$ cat src/core/second_order_comb_stage_pkg.sv
package second_order_comb_stage_pkg;

  // ----------------------------------------------------------------------
  // widths
  // ----------------------------------------------------------------------
  localparam int DATA_W  = 16;
  localparam int ACC_W   = 24;
  localparam int PHASE_W = 32;
  localparam int RATIO_W = 5;
  localparam int SCALE_W = 3;
  localparam int ADR_W   = 8;

  // ----------------------------------------------------------------------
  // register map (byte addresses)
  // ----------------------------------------------------------------------
  localparam logic [ADR_W-1:0] ADDR_CTRL   = 8'h00;
  localparam logic [ADR_W-1:0] ADDR_FREQ   = 8'h04;
  localparam logic [ADR_W-1:0] ADDR_DECIM  = 8'h08;
  localparam logic [ADR_W-1:0] ADDR_STATUS = 8'h0C;
  localparam logic [ADR_W-1:0] ADDR_PHASE  = 8'h10;

  // ----------------------------------------------------------------------
  // field positions
  // ----------------------------------------------------------------------
  localparam int CTRL_MASTER_BIT   = 3;
  localparam int DECIM_RATIO_LSB   = 0;
  localparam int DECIM_SCALE_LSB   = 8;
  localparam int STATUS_PEND_BIT   = 0;
  localparam int STATUS_HOLD_BIT   = 1;
  localparam int STATUS_CNT_LSB    = 4;

  // ----------------------------------------------------------------------
  // reset values and limits
  // ----------------------------------------------------------------------
  localparam logic               MASTER_RST = 1'b1;
  localparam logic [PHASE_W-1:0] FREQ_RST   = 32'h0000_0000;
  localparam logic [RATIO_W-1:0] RATIO_MIN  = 5'h01;
  localparam logic [RATIO_W-1:0] RATIO_MAX  = 5'h10;
  localparam logic [RATIO_W-1:0] RATIO_RST  = 5'h02;
  localparam logic [SCALE_W-1:0] SCALE_MAX  = 3'h6;
  localparam logic [SCALE_W-1:0] SCALE_RST  = 3'h0;

  // ----------------------------------------------------------------------
  // shared helpers
  // ----------------------------------------------------------------------
  function automatic logic [RATIO_W-1:0] clamp_ratio(
    input logic [RATIO_W-1:0] r);
    if (r < RATIO_MIN) return RATIO_MIN;
    if (r > RATIO_MAX) return RATIO_MAX;
    return r;
  endfunction

  function automatic logic [SCALE_W-1:0] clamp_scale(
    input logic [SCALE_W-1:0] s);
    return (s > SCALE_MAX) ? SCALE_MAX : s;
  endfunction

  function automatic logic [31:0] merge_bytes(input logic [31:0] old_v,
                                              input logic [31:0] new_v,
                                              input logic [3:0]  sel);
    logic [31:0] m;
    m = old_v;
    for (int b = 0; b < 4; b++) begin
      if (sel[b]) m[8*b +: 8] = new_v[8*b +: 8];
    end
    return m;
  endfunction

  function automatic logic [ACC_W-1:0] widen(input logic [DATA_W-1:0] d);
    return {{(ACC_W-DATA_W){d[DATA_W-1]}}, d};
  endfunction

  function automatic logic [ACC_W-1:0] scale_down(
    input logic [ACC_W-1:0]   v,
    input logic [SCALE_W-1:0] s);
    return ACC_W'($signed(v) >>> s);
  endfunction

endpackage

$ cat src/core/second_order_comb_stage.sv
`timescale 1ns/1ps
`default_nettype none

// How it works
// - as sync master, reading or writing the oscillator frequency word forces a sync that zeroes the phase.
// - as sync slave, frequency word accesses create no internal sync.
// - a frequency write made as slave leaves a sync pending that fires as master at the next phase wrap through zero.
// - a new I/Q sample is taken on every cycle that in_valid is high, with no stall.
// - the ratio (1 to 16) gives one output per ratio-many input samples.
// - I and Q are filtered in parallel lanes and leave one after the other on one output path.
// - each lane has two integrators and two combs with differential delay one.
// - scale 0 to 6 divides the result by two per step with an arithmetic right shift.
// - the scale still applies when the filter is bypassed.
// - as master the sync pin is driven with pulses, as slave it is sampled every rising edge.
// - as slave the phase is held at zero while the sync pin is high.

module second_order_comb_stage (
  // clock and reset
  input  wire logic                          clk,
  input  wire logic                          rst,
  // classic wishbone slave
  input  wire logic                          wb_cyc_i,
  input  wire logic                          wb_stb_i,
  input  wire logic                          wb_we_i,
  input  wire logic [second_order_comb_stage_pkg::ADR_W-1:0]    wb_adr_i,
  input  wire logic [3:0]                    wb_sel_i,
  input  wire logic [31:0]                   wb_dat_i,
  output logic [31:0]                        wb_dat_o,
  output logic                               wb_ack_o,
  // oscillator sync pin
  input  wire logic                          oscillator_sync_pin_i,
  output logic                               oscillator_sync_pin_o,
  output logic                               oscillator_sync_pin_oe,
  // oscillator phase towards the mixer
  output logic [second_order_comb_stage_pkg::PHASE_W-1:0]       nco_phase,
  // mixed samples in
  input  wire logic                          in_valid,
  input  wire logic [second_order_comb_stage_pkg::DATA_W-1:0]   in_i,
  input  wire logic [second_order_comb_stage_pkg::DATA_W-1:0]   in_q,
  // decimated samples out to the fifth order comb stage
  output logic                               out_valid,
  output logic                               out_is_q,
  output logic [second_order_comb_stage_pkg::ACC_W-1:0]         out_data
);

  // ----------------------------------------------------------------------
  // register bus
  // ----------------------------------------------------------------------
  logic                          ack_r,    ack_nxt;
  logic [31:0]                   rdat_r,   rdat_nxt;
  logic                          master_r, master_nxt;
  logic [second_order_comb_stage_pkg::PHASE_W-1:0]  oscillator_frequency_word_r;
  logic [second_order_comb_stage_pkg::PHASE_W-1:0]  oscillator_frequency_word_nxt;
  logic [second_order_comb_stage_pkg::RATIO_W-1:0]  comb2_decimation_ratio_r;
  logic [second_order_comb_stage_pkg::RATIO_W-1:0]  comb2_decimation_ratio_nxt;
  logic [second_order_comb_stage_pkg::SCALE_W-1:0]  comb2_scale_factor_r;
  logic [second_order_comb_stage_pkg::SCALE_W-1:0]  comb2_scale_factor_nxt;
  logic                          take;
  logic                          take_freq;
  logic                          take_decim;
  logic [31:0]                   status_word;

  logic                          pend_r, pend_nxt;
  logic [second_order_comb_stage_pkg::PHASE_W-1:0]  phase_r, phase_nxt;
  logic                          spulse_r, spulse_nxt;
  logic                          slave_hold;

  logic [second_order_comb_stage_pkg::RATIO_W-1:0]  cnt_r, cnt_nxt;
  logic                          dump;
  logic                          bypass;

  // the request is taken on the edge where the master sees ack high
  assign take       = wb_cyc_i && wb_stb_i && ack_r;
  assign take_freq  = take && (wb_adr_i == second_order_comb_stage_pkg::ADDR_FREQ);
  assign take_decim = take && wb_we_i && (wb_adr_i == second_order_comb_stage_pkg::ADDR_DECIM);
  assign slave_hold = !master_r && oscillator_sync_pin_i;

  always_comb begin
    status_word = '0;
    status_word[second_order_comb_stage_pkg::STATUS_PEND_BIT] = pend_r;
    status_word[second_order_comb_stage_pkg::STATUS_HOLD_BIT] = slave_hold;
    status_word[second_order_comb_stage_pkg::STATUS_CNT_LSB +: second_order_comb_stage_pkg::RATIO_W] = cnt_r;
  end

  always_comb begin
    ack_nxt  = wb_cyc_i && wb_stb_i && !ack_r;
    rdat_nxt = rdat_r;
    if (ack_nxt) begin
      unique case (wb_adr_i)
        second_order_comb_stage_pkg::ADDR_CTRL: begin
          rdat_nxt = '0;
          rdat_nxt[second_order_comb_stage_pkg::CTRL_MASTER_BIT] = master_r;
        end
        second_order_comb_stage_pkg::ADDR_FREQ: begin
          rdat_nxt = oscillator_frequency_word_r;
        end
        second_order_comb_stage_pkg::ADDR_DECIM: begin
          rdat_nxt = '0;
          rdat_nxt[second_order_comb_stage_pkg::DECIM_RATIO_LSB +: second_order_comb_stage_pkg::RATIO_W] =
            comb2_decimation_ratio_r;
          rdat_nxt[second_order_comb_stage_pkg::DECIM_SCALE_LSB +: second_order_comb_stage_pkg::SCALE_W] =
            comb2_scale_factor_r;
        end
        second_order_comb_stage_pkg::ADDR_STATUS: begin
          rdat_nxt = status_word;
        end
        second_order_comb_stage_pkg::ADDR_PHASE: begin
          rdat_nxt = phase_r;
        end
        default: begin
          rdat_nxt = '0;
        end
      endcase
    end
  end

  always_comb begin
    logic [31:0] m;
    m                             = '0;
    master_nxt                    = master_r;
    oscillator_frequency_word_nxt = oscillator_frequency_word_r;
    comb2_decimation_ratio_nxt    = comb2_decimation_ratio_r;
    comb2_scale_factor_nxt        = comb2_scale_factor_r;
    if (take && wb_we_i) begin
      if (wb_adr_i == second_order_comb_stage_pkg::ADDR_CTRL && wb_sel_i[0]) begin
        master_nxt = wb_dat_i[second_order_comb_stage_pkg::CTRL_MASTER_BIT];
      end
      if (wb_adr_i == second_order_comb_stage_pkg::ADDR_FREQ) begin
        oscillator_frequency_word_nxt = second_order_comb_stage_pkg::merge_bytes(
          oscillator_frequency_word_r, wb_dat_i, wb_sel_i);
      end
      if (wb_adr_i == second_order_comb_stage_pkg::ADDR_DECIM) begin
        m = second_order_comb_stage_pkg::merge_bytes(
          32'(comb2_decimation_ratio_r) |
          (32'(comb2_scale_factor_r) << second_order_comb_stage_pkg::DECIM_SCALE_LSB),
          wb_dat_i, wb_sel_i);
        // out of range values are clamped rather than refused
        comb2_decimation_ratio_nxt = second_order_comb_stage_pkg::clamp_ratio(
          m[second_order_comb_stage_pkg::DECIM_RATIO_LSB +: second_order_comb_stage_pkg::RATIO_W]);
        comb2_scale_factor_nxt = second_order_comb_stage_pkg::clamp_scale(
          m[second_order_comb_stage_pkg::DECIM_SCALE_LSB +: second_order_comb_stage_pkg::SCALE_W]);
      end
    end
  end

  always_ff @(posedge clk) begin
    if (rst) begin
      ack_r                       <= 1'b0;
      rdat_r                      <= '0;
      master_r                    <= second_order_comb_stage_pkg::MASTER_RST;
      oscillator_frequency_word_r <= second_order_comb_stage_pkg::FREQ_RST;
      comb2_decimation_ratio_r    <= second_order_comb_stage_pkg::RATIO_RST;
      comb2_scale_factor_r        <= second_order_comb_stage_pkg::SCALE_RST;
    end else begin
      ack_r                       <= ack_nxt;
      rdat_r                      <= rdat_nxt;
      master_r                    <= master_nxt;
      oscillator_frequency_word_r <= oscillator_frequency_word_nxt;
      comb2_decimation_ratio_r    <= comb2_decimation_ratio_nxt;
      comb2_scale_factor_r        <= comb2_scale_factor_nxt;
    end
  end

  assign wb_ack_o = ack_r;
  assign wb_dat_o = rdat_r;

  // ----------------------------------------------------------------------
  // oscillator phase and sync
  // ----------------------------------------------------------------------
  // only the phase accumulator and sync handling live here; the mixer reads nco_phase
  always_comb begin
    logic [second_order_comb_stage_pkg::PHASE_W:0] sum;
    sum        = {1'b0, phase_r} + {1'b0, oscillator_frequency_word_r};
    phase_nxt  = phase_r;
    pend_nxt   = pend_r;
    spulse_nxt = 1'b0;
    if (in_valid) begin
      phase_nxt = sum[second_order_comb_stage_pkg::PHASE_W-1:0];
    end
    if (master_r) begin
      if (take_freq) begin
        phase_nxt  = '0;
        spulse_nxt = 1'b1;
        pend_nxt   = 1'b0;
      end else if (pend_r && in_valid && sum[second_order_comb_stage_pkg::PHASE_W]) begin
        phase_nxt  = '0;
        spulse_nxt = 1'b1;
        pend_nxt   = 1'b0;
      end
    end else begin
      if (take_freq && wb_we_i) begin
        pend_nxt = 1'b1;
      end
      if (slave_hold) begin
        phase_nxt = '0;
      end
    end
  end

  always_ff @(posedge clk) begin
    if (rst) begin
      phase_r  <= '0;
      pend_r   <= 1'b0;
      spulse_r <= 1'b0;
    end else begin
      phase_r  <= phase_nxt;
      pend_r   <= pend_nxt;
      spulse_r <= spulse_nxt;
    end
  end

  assign nco_phase              = phase_r;
  assign oscillator_sync_pin_o  = spulse_r;
  assign oscillator_sync_pin_oe = master_r;

  // ----------------------------------------------------------------------
  // decimation count
  // ----------------------------------------------------------------------
  assign bypass = (comb2_decimation_ratio_r == second_order_comb_stage_pkg::RATIO_MIN);
  assign dump   = in_valid &&
                  (cnt_r >= comb2_decimation_ratio_r - 5'h01);

  always_comb begin
    cnt_nxt = cnt_r;
    if (dump) begin
      cnt_nxt = '0;
    end else if (in_valid) begin
      cnt_nxt = cnt_r + 5'h01;
    end
    if (take_decim) begin
      cnt_nxt = '0;
    end
  end

  always_ff @(posedge clk) begin
    if (rst) begin
      cnt_r <= '0;
    end else begin
      cnt_r <= cnt_nxt;
    end
  end

  // ----------------------------------------------------------------------
  // parallel lanes and I/Q multiplex
  // ----------------------------------------------------------------------
  logic                       i_valid, q_valid;
  logic [second_order_comb_stage_pkg::ACC_W-1:0] i_res,   q_res;
  logic                       ov_r,    ov_nxt;
  logic                       isq_r,   isq_nxt;
  logic                       qpend_r, qpend_nxt;
  logic [second_order_comb_stage_pkg::ACC_W-1:0] od_r,    od_nxt;

  comb2_lane lane_i (
    .clk          (clk),
    .rst          (rst),
    .sample_valid (in_valid),
    .sample       (in_i),
    .dump         (dump),
    .bypass       (bypass),
    .scale        (comb2_scale_factor_r),
    .result_valid (i_valid),
    .result       (i_res)
  );

  comb2_lane lane_q (
    .clk          (clk),
    .rst          (rst),
    .sample_valid (in_valid),
    .sample       (in_q),
    .dump         (dump),
    .bypass       (bypass),
    .scale        (comb2_scale_factor_r),
    .result_valid (q_valid),
    .result       (q_res)
  );

  // a new I result overrides a waiting Q one; only bypass at full input
  // rate can cause that
  always_comb begin
    ov_nxt    = 1'b0;
    isq_nxt   = isq_r;
    od_nxt    = od_r;
    qpend_nxt = 1'b0;
    if (i_valid) begin
      ov_nxt    = 1'b1;
      isq_nxt   = 1'b0;
      od_nxt    = i_res;
      qpend_nxt = q_valid;
    end else if (qpend_r) begin
      ov_nxt  = 1'b1;
      isq_nxt = 1'b1;
      od_nxt  = q_res;
    end
  end

  always_ff @(posedge clk) begin
    if (rst) begin
      ov_r    <= 1'b0;
      isq_r   <= 1'b0;
      qpend_r <= 1'b0;
      od_r    <= '0;
    end else begin
      ov_r    <= ov_nxt;
      isq_r   <= isq_nxt;
      qpend_r <= qpend_nxt;
      od_r    <= od_nxt;
    end
  end

  assign out_valid = ov_r;
  assign out_is_q  = isq_r;
  assign out_data  = od_r;
endmodule

`default_nettype wire

$ cat src/core/comb2_lane.sv
`timescale 1ns/1ps
`default_nettype none

module comb2_lane (
  // clock and reset
  input  wire logic                        clk,
  input  wire logic                        rst,
  // sample in
  input  wire logic                        sample_valid,
  input  wire logic [second_order_comb_stage_pkg::DATA_W-1:0] sample,
  input  wire logic                        dump,
  input  wire logic                        bypass,
  input  wire logic [second_order_comb_stage_pkg::SCALE_W-1:0] scale,
  // result out
  output logic                             result_valid,
  output logic [second_order_comb_stage_pkg::ACC_W-1:0]       result
);

  logic [second_order_comb_stage_pkg::ACC_W-1:0] int1_r, int1_nxt;
  logic [second_order_comb_stage_pkg::ACC_W-1:0] int2_r, int2_nxt;
  logic [second_order_comb_stage_pkg::ACC_W-1:0] dly1_r, dly1_nxt;
  logic [second_order_comb_stage_pkg::ACC_W-1:0] dly2_r, dly2_nxt;
  logic [second_order_comb_stage_pkg::ACC_W-1:0] res_r,  res_nxt;
  logic                       rv_r,   rv_nxt;

  // ----------------------------------------------------------------------
  // integrators, combs, scaling
  // ----------------------------------------------------------------------
  // 24 bits hold 16-bit input times 16^2 gain, so wrap never reaches
  // the scaled result
  always_comb begin
    logic [second_order_comb_stage_pkg::ACC_W-1:0] x;
    logic [second_order_comb_stage_pkg::ACC_W-1:0] comb1;
    logic [second_order_comb_stage_pkg::ACC_W-1:0] comb2;
    x        = second_order_comb_stage_pkg::widen(sample);
    comb1    = '0;
    comb2    = '0;
    int1_nxt = int1_r;
    int2_nxt = int2_r;
    dly1_nxt = dly1_r;
    dly2_nxt = dly2_r;
    res_nxt  = res_r;
    rv_nxt   = 1'b0;
    if (sample_valid) begin
      int1_nxt = int1_r + x;
      int2_nxt = int2_r + int1_nxt;
      if (bypass) begin
        res_nxt = second_order_comb_stage_pkg::scale_down(x, scale);
        rv_nxt  = 1'b1;
      end else if (dump) begin
        comb1    = int2_nxt - dly1_r;
        dly1_nxt = int2_nxt;
        comb2    = comb1 - dly2_r;
        dly2_nxt = comb1;
        res_nxt  = second_order_comb_stage_pkg::scale_down(comb2, scale);
        rv_nxt   = 1'b1;
      end
    end
  end

  always_ff @(posedge clk) begin
    if (rst) begin
      int1_r <= '0;
      int2_r <= '0;
      dly1_r <= '0;
      dly2_r <= '0;
      res_r  <= '0;
      rv_r   <= 1'b0;
    end else begin
      int1_r <= int1_nxt;
      int2_r <= int2_nxt;
      dly1_r <= dly1_nxt;
      dly2_r <= dly2_nxt;
      res_r  <= res_nxt;
      rv_r   <= rv_nxt;
    end
  end

  assign result_valid = rv_r;
  assign result       = res_r;
endmodule

`default_nettype wire

$ cat config.mk
export PLATFORM = sky130hd
export DESIGN_NAME = second_order_comb_stage
export DESIGN_NICKNAME = d
export VERILOG_FILES = /design/src/core/second_order_comb_stage_pkg.sv /design/src/core/second_order_comb_stage.sv /design/src/core/comb2_lane.sv
export SDC_FILE = /design/constraint.sdc
export NUM_CORES = 1
export LEC_CHECK = 0
export ABC_AREA = 1
export BUFFER_PORTS_ARGS = -buffer_cell sky130_fd_sc_hd__buf_2
export CORE_MARGIN = 1
export CORE_UTILIZATION = 40
export CTS_CLUSTER_DIAMETER = 100
export DETAILED_ROUTE_END_ITERATION = 8
export PLACE_DENSITY = 0.67
export SYNTH_ARGS = -nofsm -noshare
export SYNTH_HDL_FRONTEND = slang
export SYNTH_SLANG_ARGS = --single-unit
$ cat constraint.sdc
create_clock -name clk -period 6 [get_ports clk]
set_input_delay 0.9 -clock clk [delete_from_list [all_inputs] [get_ports clk]]
set_output_delay 0.9 -clock clk [all_outputs]
set_load 0.01 [all_outputs]
* After elaboration in Yosys (flattened, before gate mapping)
Cells that the tools add are included.
** Word-level totals
- Register bits :: 381
- Latch bits :: 0
- Memory bits (writable) :: 0
- Memory bits (read-only) :: 0
- Output and inout bits :: 93
- Word-level logic and storage cells :: 129
- Memories :: 0
** Operators by class
- Add/subtract/negate cells :: 11
- Multipliers :: 0
- Div/mod/pow operators :: 0
- Order comparisons :: 4
- Equality and inequality tests :: 6
- Shift operators :: 4
- Mux-type cells :: 41
- Bitwise gates (word level) :: 4
- Reduce and logical (&&, ||, !) cells :: 31
** Operator list (number)
- 32-bit two-way mux :: 5
- 32-bit one-hot mux with 5 select lines :: 1
- 24-bit two-way mux :: 6
- 24-bit adder :: 4
- 24-bit subtractor :: 4
- 16-bit by 3-bit >>> shifter with 24-bit output :: 2
- 24-bit by 3-bit >>> shifter with 24-bit output :: 2
- 5-bit two-way mux :: 7
- 32-bit by 32-bit adder with 33-bit output :: 1
- 1-bit two-way mux :: 18
- 8-bit by 4-bit equality test with 1-bit output, second input constant :: 2
- 3-bit AND reduction :: 5
- 1-bit logical AND :: 12
- 3-bit two-way mux :: 4
- 5-bit by 11-bit OR with 11-bit output :: 1
- 8-bit by 3-bit equality test with 1-bit output, second input constant :: 1
- 8-bit by 5-bit equality test with 1-bit output, second input constant :: 1
- 8-bit zero test :: 1
- 2-bit AND reduction :: 4
- 2-bit nonzero test :: 3
- 2-bit OR reduction :: 3
- 5-bit by 1-bit adder with 5-bit output, second input constant :: 1
- 5-bit by 1-bit equality test with 1-bit output, second input constant :: 1
- 5-bit >= comparator :: 1
- other kinds (8) :: 11

* Depth between registers and ports, before layout
Gate-level depths: netlist (run 1).
- Depth after elaboration :: 13
- Gate-level depth with buffers :: 45

* Cells and area by module
From an unflattened synthesis (run 1), not the netlist that was laid out.
** Second synthesis, totals
- Cells, all modules :: 4276
- Area, all modules :: 27983.1 um^2
** By module, submodules not included
- comb2_lane (lane_q) :: times used 1, cells an instance 1483, area an instance 9800.6 um^2
- comb2_lane (lane_i) :: times used 1, cells an instance 1459, area an instance 9676.8 um^2
- second_order_comb_stage :: times used 1, cells an instance 1334, area an instance 8505.7 um^2

* Worst setup path after synthesis (run 1)
OpenSTA, ideal clock, no wires.
- Path type :: input port to flip-flop
- Start point :: input in_i[0] (netlist name)
- End point :: register lane_i.res_r (netlist bit lane_i.result[17])
- Library setup time :: 0.070 ns
- Arrival :: 6.364 ns
- Data required time :: 5.930 ns
- Path slack :: -0.435 ns
- Stages :: 42
- Buffers on the path :: 0
- Cell sequence :: ha_1 > fa_1 > nand2_1 > inv_1 > nand2_1 > nand2_1 > a21oi_2 > o21ai_2 > a21boi_1 > o21ai_2 > a21boi_2 > xnor2_1 > ha_1 > a21oi_1 > o21ai_0 > a21oi_1 > inv_1 > a31oi_1 > [6 not listed] > nor2_1 > nor2_1 > o21ai_1 > xor2_1 > ha_1 > inv_1 > nor3_1 > and3_1 > nand3_1 > nand3_1 > xor2_1 > nand3b_1 > nand3_2 > nand2_1 > nand2_1 > nand2_1 > nand2_1 > a21oi_1
** On the way
- Cells in the longest elaborated chain, start to end :: 7
** RTL lines
- from (decl) :: line second_order_comb_stage.sv:38 : input wire logic [second_order_comb_stage_pkg::DATA_W-1:0] in_i,
- 24-bit adder :: line comb2_lane.sv:45 : int1_nxt = int1_r + x;
- 24-bit adder :: line comb2_lane.sv:46 : int2_nxt = int2_r + int1_nxt;
- 24-bit subtractor :: line comb2_lane.sv:51 : comb1 = int2_nxt - dly1_r;
- 24-bit subtractor :: line comb2_lane.sv:53 : comb2 = comb1 - dly2_r;
- 24-bit by 3-bit >>> shifter with 24-bit output :: line second_order_comb_stage_pkg.sv:76 : return ACC_W'($signed(v) >>> s);
- 24-bit two-way mux :: line comb2_lane.sv:50 : end else if (dump) begin
- 24-bit two-way mux (*) :: line comb2_lane.sv:47 : if (bypass) begin
- to (signal assigned) :: line comb2_lane.sv:74 : res_r <= res_nxt;
- to (decl) :: line comb2_lane.sv:23 : logic [second_order_comb_stage_pkg::ACC_W-1:0] res_r, res_nxt;
Mark *: on every way between the ends. The rest lies on a longest branch, timed or not. The select of a mux whose other input is x is not followed.
A chain may end at the register's enable or synchronous reset.

* Worst setup path after layout (run 1)
- Start point :: input in_i[6] (netlist name)
- End point :: register lane_i.res_r (netlist bit lane_i.result[22])
Same word-level chain as after synthesis.

==> summary.md, run 1 <==
| Metric | Value |
|---|---|
| Clock sink count | ~380 |
| Initial antenna violation count | 1 |
| Total Wirelength | ~80000 microns |
| I/O Buffers | 175 |
| Fmax achieved | between 0.15 and 0.2 GHz |
| Max incr delay on CP | approximately 0.37 ns |
| Final period util | 105% |
| Setup slack after layout | -0.312 ns |
| Post-route ant nets | 0 |
| Hpwl dp | between 50000 and 60000 microns |
| GRT Util Overall | 22.6% |
| Vias in the first global route | about 25000 |
| Max-cap viol count | 0 |
| CP Launch Type | input port |
| Cell count after synthesis | 3945 |
| Worst endpoint data arrival time | roughly 7 ns |
| Worst-path clk slew | approximately 0.06 ns |
| Hold Violations, Final | 0 |
| Number of vias per cell | slightly above 5 |
| Final min period | 6.31 ns |
| Die H | approximately 260 microns |
| DR pass1 iterations | 6 |
| Synthesized area per cell | about 6.8 sq um |
| Min-delay worst type | reg -> reg |
| First-pass GRT wire length | ~130000 microns |
| Register area share after synthesis | between 20 and 30% |
| Via count | roughly 28000 |
| Final net count | a little under 5000 |
| Distinct cell type count after synthesis | 64 |
| H-tree depth | 2 |
| # DRC | 0 |
| Main area contributors after synthesis | dfxtp_1 (29%), ha_1 (11%), nand2_1 (9.9%) |
| Synthesized area | around 27000 sq um |
| Setup Skew | 0.0318 ns |
| GRT overflow | 0 |
| CTS buffer count | 44 |
| Layout Cells excl Fill | between 5000 and 6000 |
| Asr flop ratio synth | 0% |
| Worst slew pin tran | 1.20 ns |
| Post-synth EDFFs | 0 |
| Initial cell density of the core | 40.5% |
| DP Cell Count | between 5000 and 6000 |
| Main flop type after synthesis | dfxtp_1 |
| Worst Path Max Fanout | 5 |
| Final Wtd Congestion | ~0.9 |
| Maximum clock path buffer count | 3 |
| Final slew viol count | 0 |
| Slowest cell on crit path | ha_1 |
| Nature of the critical path endpoint | flip-flop |
| Initial DRC count | roughly 1800 |
| Status | complete, but fails checks |
| Fraction of layout cells with a size suffix above 1 | 25.7% |
| Root Driver | clkbuf_16 |
| Die X | roughly 260 microns |
| Yosys top cell area share | between 20% and 30% |
| Post-Syn Nets | ~4300 |
| Synth-to-Final Area Change | 32.4% |
| Die ar. | roughly 68000 sq um |
| Io pins | between 150 and 200 |
| Placement Setup Slack | -1.12 ns |
| Wire per inst | roughly 15 microns |
| Synth warnings | 0 |
| Worst Path Required | approximately 6.5 ns |
| Skew-Pair Late Insertion Delay | between 0.6 and 0.7 ns |
| CTS tree | built |
| Core Rows | 94 |
| Largest net degree at the start of global routing | about 180 |
| Yosys reg bits | 381 |
| Setup_tns | -4.27 ns |
| Core region area | roughly 66000 sq um |
| Dominant cell type by area after synthesis | dfxtp_1 |
| Commonest non-fill, non-tap cell in the layout | nand2_1 |
| Most frequent cells in the layout | nand2_1 (663), buf_4 (525), inv_1 (504), a21oi_1 (398), dfxtp_1 (380) |
| Final setup viols | 28 |
| WS Path Type | in -> reg |
| Failing checks | negative setup slack |
| Max-Slew Margin vs Limit | around a fifth |
| RSZ-0062 raised after global routing | yes |
worst max-delay path: cells and delay by family:
| kind | cells | cell delay (ns) |
|---|---|---|
| and+or+nand+nor | 16 | 2.03 |
| adders and majority gates | 4 | 1.29 |
| xor gates and xnor gates | 4 | 0.71 |
| AOI/OAI and AO/OA | 11 | 1.60 |
| buffers and inverters | 3 | 0.26 |
cell type report:
cell class | instances | area, sq um
diodes | 1 | 2.50
inverters | 524 | 1980
multi-input cells | 2880 | 18100
clock inverters | 15 | 220
repair buffers | 712 | 5020
fillers | 6128 | 30600
clock buffers | 65 | 1290
flip-flops and latches | 381 | 7630
well taps | 864 | 1080
sequential cells by signal, indices dropped and copies added (netlist names), 3 cells and up:
name and flops:
out_data 24, lane_i.dly1_r 24, lane_i.dly2_r 24, lane_q.int1_r 24, comb2_decimation_ratio_r 5, lane_q.int2_r 24, lane_q.dly1_r 24, cnt_r 5
nco_phase 32, oscillator_frequency_word_r 32, wb_dat_o 32, lane_i.int2_r 24, lane_q.dly2_r 24, lane_q.result 24, comb2_scale_factor_r 3, lane_i.result 24
lane_i.int1_r 24
cells by family after synthesis:
family / share of synthesized area [%]
AOI/OAI and AO/OA: 22.8
and+or+nand+nor: 22.1
adders and majority gates: 11.2
xor gates and xnor gates: 4.89
buffers and inverters: 10.1
DFF: 28.6
muxes: 0.225
through the flow:
stage / utilization, % / hold slack [ns] / cell area [sq um]
after global routing: 53.6 / 0.475 / 35300
final: 53.6 / 0.457 / 35300
after global placement: 48.4 / 0.445 / 31900
after floorplan: - / 0.435 / 27000
after CTS: 51.6 / 0.461 / 34000
after detailed placement: 48.4 / 0.452 / 31900
routing by layer:
metal | global-route usage (%) | vias to the layer above | wire [microns]
li1 | - | 14300 | -
met1 | 30.4 | 12800 | 37500
met2 | 38.1 | 535 | 37300
met3 | 2.54 | 90 | 3360
met4 | 5.62 | 0 | 1500
met5 | 0 | - | 0
cell usage after synthesis (8+ instances only):
cell type  number
nand3_2        15
o22ai_1        12
nor3_1         44
a21oi_2        11
a21boi_2       12
ha_1          225
a22oi_1         8
dfxtp_1       381
buf_1          16
nand2_1       704
nand3_1       200
o21ai_1        27
a21oi_1       453
o211ai_1       23
nor4_1         11
clkbuf_1      120
xnor2_1        58
a31oi_1        33
o21ai_2        22
inv_1         517
nand4_1        18
a21o_1         14
a211oi_1       24
nor2_1        340
or2_2          21
o21a_1          9
xor2_1         91
fa_1            9
nand2_2        20
o21bai_1       16
o21ai_0       403
final timing paths:
| kind | startpoint | end | slack, ns | cells past startpoint |
|---|---|---|---|---|
| max reg2reg | lane_i.int1_r[0]$_SDFFE_PP0P_ | lane_i.result[22]$_SDFFE_PP0P_ | -0.24 | 40 |
| max | in_i[6] | lane_i.result[22]$_SDFFE_PP0P_ | -0.31 | 38 |
| min | lane_i.dly1_r[2]$_SDFFE_PP0P_ | lane_i.dly1_r[2]$_SDFFE_PP0P_ | 0.46 | 2 |
| min reg2reg | lane_i.dly1_r[2]$_SDFFE_PP0P_ | lane_i.dly1_r[2]$_SDFFE_PP0P_ | 0.46 | 2 |
what timing repair did:
action,4_1_cts,5_1_grt
setup endpoints to repair,37,46
resized for setup,84,225
pin swaps,40,74
hold buffers,0,0
setup buffers,26,32
Power of run 1 is not shown: default switching activity piles up to over one toggle a cycle in this logic, so the estimate is an artifact.
==> inputs of run 2 (changes only) <==
--- a/config.mk
+++ b/config.mk
@@ -5,13 +5,12 @@
 export SDC_FILE = /design/constraint.sdc
 export NUM_CORES = 1
 export LEC_CHECK = 0
-export ABC_AREA = 1
 export BUFFER_PORTS_ARGS = -buffer_cell sky130_fd_sc_hd__buf_2
 export CORE_MARGIN = 1
 export CORE_UTILIZATION = 40
 export CTS_CLUSTER_DIAMETER = 100
 export DETAILED_ROUTE_END_ITERATION = 8
-export PLACE_DENSITY = 0.67
+export PLACE_DENSITY_LB_ADDON = 0.08
 export SYNTH_ARGS = -nofsm -noshare
 export SYNTH_HDL_FRONTEND = slang
 export SYNTH_SLANG_ARGS = --single-unit
==> run 2 against run 1 <==
  * Global-route usage is 2.0 points higher
  * Fmax decreased by 18%
  * The flow still finishes with violations (negative setup slack)
  * Non-clock buffer count up 128
  * Final cell count down 8.3%
  * Cell area increased by 4.4%
  * Synthesized cell count decreased by 14%
  * Clock skew shrank 0.0019 ns
  * Worst hold slack got worse by 0.0046 ns
  * Utilization up 3.2 points
  * Critical path depth unchanged
==> summary.md, run 2 <==
| Metric | Value |
|---|---|
| Status | complete, but fails checks |
| Failing checks | negative setup slack |
| Worst Path Required | 6.52 ns (about the same) |
| Hold EP | lane_q.dly2_r[21]$_SDFFE_PP0P_ |
| DR pass1 iterations | 5 (-1) |
| Hold path start | lane_q.dly2_r[21]$_SDFFE_PP0P_ |
| Min-delay worst type | reg -> reg |
| Post-synth EDFFs | 0 (unchanged) |
| R2r setup slk | -1.62 ns (-1.38 ns) |
| Worst-path clk slew | 0.06 ns (about the same) |
| Post-Syn Nets | 3696 (-13%) |
| First-pass GRT wire length | 134000 microns (+5.7%) |
| Hold Violations, Final | 0 (unchanged) |
| Worst Path Max Fanout | 5 (unchanged) |
| Final net count | 4416 (-9.1%) |
| Initial antenna violation count | 4 (+3) |
| Initial cell density of the core | 40.7% (+0.25 points) |
| Synth-to-Final Area Change | 39.3% |
| Synthesized area | 26500 sq um (-0.80%) |
| Hold path depth | 2 (unchanged) |
| Skew-Pair Late Insertion Delay | 0.62 ns (about the same) |
| Core region area | 64900 sq um (-1.4%) |
| Slowest cell on crit path | or4_4 |
| Hold-fix buffers, CTS | 0 (unchanged) |
| Clock sink count | 381 (unchanged) |
| R2R Path End | lane_i.result[20]$_SDFFE_PP0P_ |
| Synthesized area per cell | 7.83 sq um (+16%) |
| # DRC | 0 (unchanged) |
| CTS buffer count | 49 (+11%) |
| Core Rows | 93 (-1.1%) |
| Fraction of layout cells with a size suffix above 1 | 32.1% (+6.4 points) |
| Cell count after synthesis | 3379 (-14%) |
| Most common cell in the netlist | a21oi_1 |
| Root Driver | clkbuf_16 |
| Asr flop ratio synth | 0% (unchanged) |
| Wire per inst | 17.2 microns (+18%) |
| Hpwl dp | 62600 microns (+9.8%) |
| H-tree depth | 2 (unchanged) |
| CP Launch Type | input port |
| Number of vias per cell | 5.37 (+5.5%) |
| Die X | 259 microns (-0.40%) |
| Dominant cell type by area after synthesis | dfxtp_1 |
| Reg2reg start | lane_i.int1_r[0]$_SDFFE_PP0P_ |
| Max-cap viol count | 0 (unchanged) |
| Distinct cell type count after synthesis | 106 (+66%) |
| Worst endpoint data arrival time | 8.19 ns (+1.37 ns) |
| Final min period | 7.66 ns (+1.35 ns) |
| WS Path Type | in -> reg |
| RSZ-0062 raised after global routing | yes |
| Main area contributors after synthesis | dfxtp_1 (29%), ha_1 (11%), a21oi_1 (7.9%) |
| CTS tree | built |
| Max-Slew Margin vs Limit | 28.7% (+8.9 points) |
| Final slew viol count | 0 (unchanged) |
| Register area share after synthesis | 28.8% (+0.23 points) |
| Cells on worst reg2reg path | 37 (-7.5%) |
| Commonest non-fill, non-tap cell in the layout | buf_4 |
| Largest net degree at the start of global routing | 82 (-54%) |
| GRT Util Overall | 24.5% (+2.0 points) |
| Maximum clock path buffer count | 3 (unchanged) |
| Total Wirelength | 86000 microns (+8.0%) |
| Post-route ant nets | 0 (unchanged) |
| Most frequent cells in the layout | buf_4 (646), nor2_1 (388), dfxtp_1 (378), nand2_1 (355), a21oi_1 (334) |
| Fmax achieved | 0.130 GHz (-18%) |
| Main flop type after synthesis | dfxtp_1 |
| Final setup viols | 44 (+57%) |
| Vias in the first global route | 25700 (+1.5%) |
| Worst slew pin tran | 1.07 ns (-0.133 ns) |
| Setup Skew | 0.0299 ns (-0.00189 ns) |
| GRT overflow | 0 (unchanged) |
| I/O Buffers | 175 (unchanged) |
| Die H | 259 microns (-0.40%) |
| Synth warnings | 0 (unchanged) |
| Io pins | 176 (unchanged) |
| Final period util | 128% (+23 points) |
| Layout Cells excl Fill | 4990 (-8.3%) |
| Die ar. | 67200 sq um (-0.79%) |
| Final Wtd Congestion | 0.869 (-3.5%) |
| Yosys reg bits | 381 (unchanged) |
| Setup_tns | -40.30 ns (-36.03 ns) |
| Via count | 26800 (-3.3%) |
| Nature of the critical path endpoint | flip-flop |
| Setup slack after layout | -1.66 ns (-1.35 ns) |
| DP Cell Count | 4817 (-9.2%) |
| Yosys top cell area share | 28.8% (+0.23 points) |
| Top cells by count, synth | a21oi_1 (415), nor2_1 (407), dfxtp_1 (381) |
| Max incr delay on CP | 0.51 ns (+0.14 ns) |
| Initial DRC count | 1598 (-11%) |
[run 2: worst max path at each step]
stage	from	to	slack [ns]	cells after the start
finish	in_i[0]	lane_i.result[20]$_SDFFE_PP0P_	-1.66	38
global route	in_i[0]	lane_i.result[16]$_SDFFE_PP0P_	-2.02	39
CTS	in_i[0]	lane_i.result[18]$_SDFFE_PP0P_	-1.65	40
detailed placement	in_i[0]	lane_i.result[17]$_SDFFE_PP0P_	-2.34	41
global placement	in_i[0]	lane_i.result[18]$_SDFFE_PP0P_	-2.18	37
floorplan	in_i[0]	lane_i.result[18]$_SDFFE_PP0P_	-1.65	39
[run 2: logic make-up (layout without fill, tap and decap cells)]
group / count (synthesis) / in the layout / synth area share (%)
AOI/OAI and AO/OA: 976 / 976 / 23.5
xor gates and xnor gates: 194 / 194 / 6.50
adders and majority gates: 234 / 234 / 11.3
buffers and inverters: 345 / 1098 / 4.93
DFF: 381 / 381 / 28.8
muxes: 181 / 181 / 7.26
other: 0 / 3 / 0
and+or+nand+nor: 1068 / 1068 / 17.7
[run 2: layout make-up]
type | count | area [sq um]
antenna | 3 | 7.51
clock buffer | 64 | 1360
fill | 5949 | 28100
tap | 855 | 1070
sequential | 381 | 7630
clock inverter | 20 | 186
multi-input combinational | 2653 | 19900
inverter | 174 | 656
timing repair buffer | 840 | 5990
[run 2: timing repair]
item,CTS,global route
gates resized for setup,162,232
pin swaps,144,168
gates cloned,0,0
buffers inserted,45,59
endpoints found under the setup margin,48,52
[run 2: routing by layer]
metal,vias up,track usage [%],routed length [microns]
li1,13400,-,-
met1,12700,33.3,40700
met2,548,40.1,39400
met3,100,3.68,3970
met4,0,7.12,1950
met5,-,0,0
[run 2: stage by stage]
| step | worst slack [ns] | hold slack, ns | utilization (%) | cell area, sq um |
|---|---|---|---|---|
| after floorplan | -1.65 | 0.430 | - | 26800 |
| after global placement | -2.18 | 0.442 | 50.1 | 32500 |
| after detailed placement | -2.34 | 0.445 | 50.1 | 32500 |
| after CTS | -1.65 | 0.451 | 54.2 | 35200 |
| after global routing | -2.02 | 0.467 | 56.7 | 36800 |
| final | -1.66 | 0.453 | 56.7 | 36800 |
[run 2: worst max-delay path: cells and delay by family]
family | cells | cell delay (ns)
AOI/OAI and AO/OA | 20 | 3.33
xor gates and xnor gates | 3 | 0.52
adders and majority gates | 5 | 1.37
buffers and inverters | 3 | 0.43
and+or+nand+nor | 7 | 1.60
Power of run 2 is left out for the same reason.
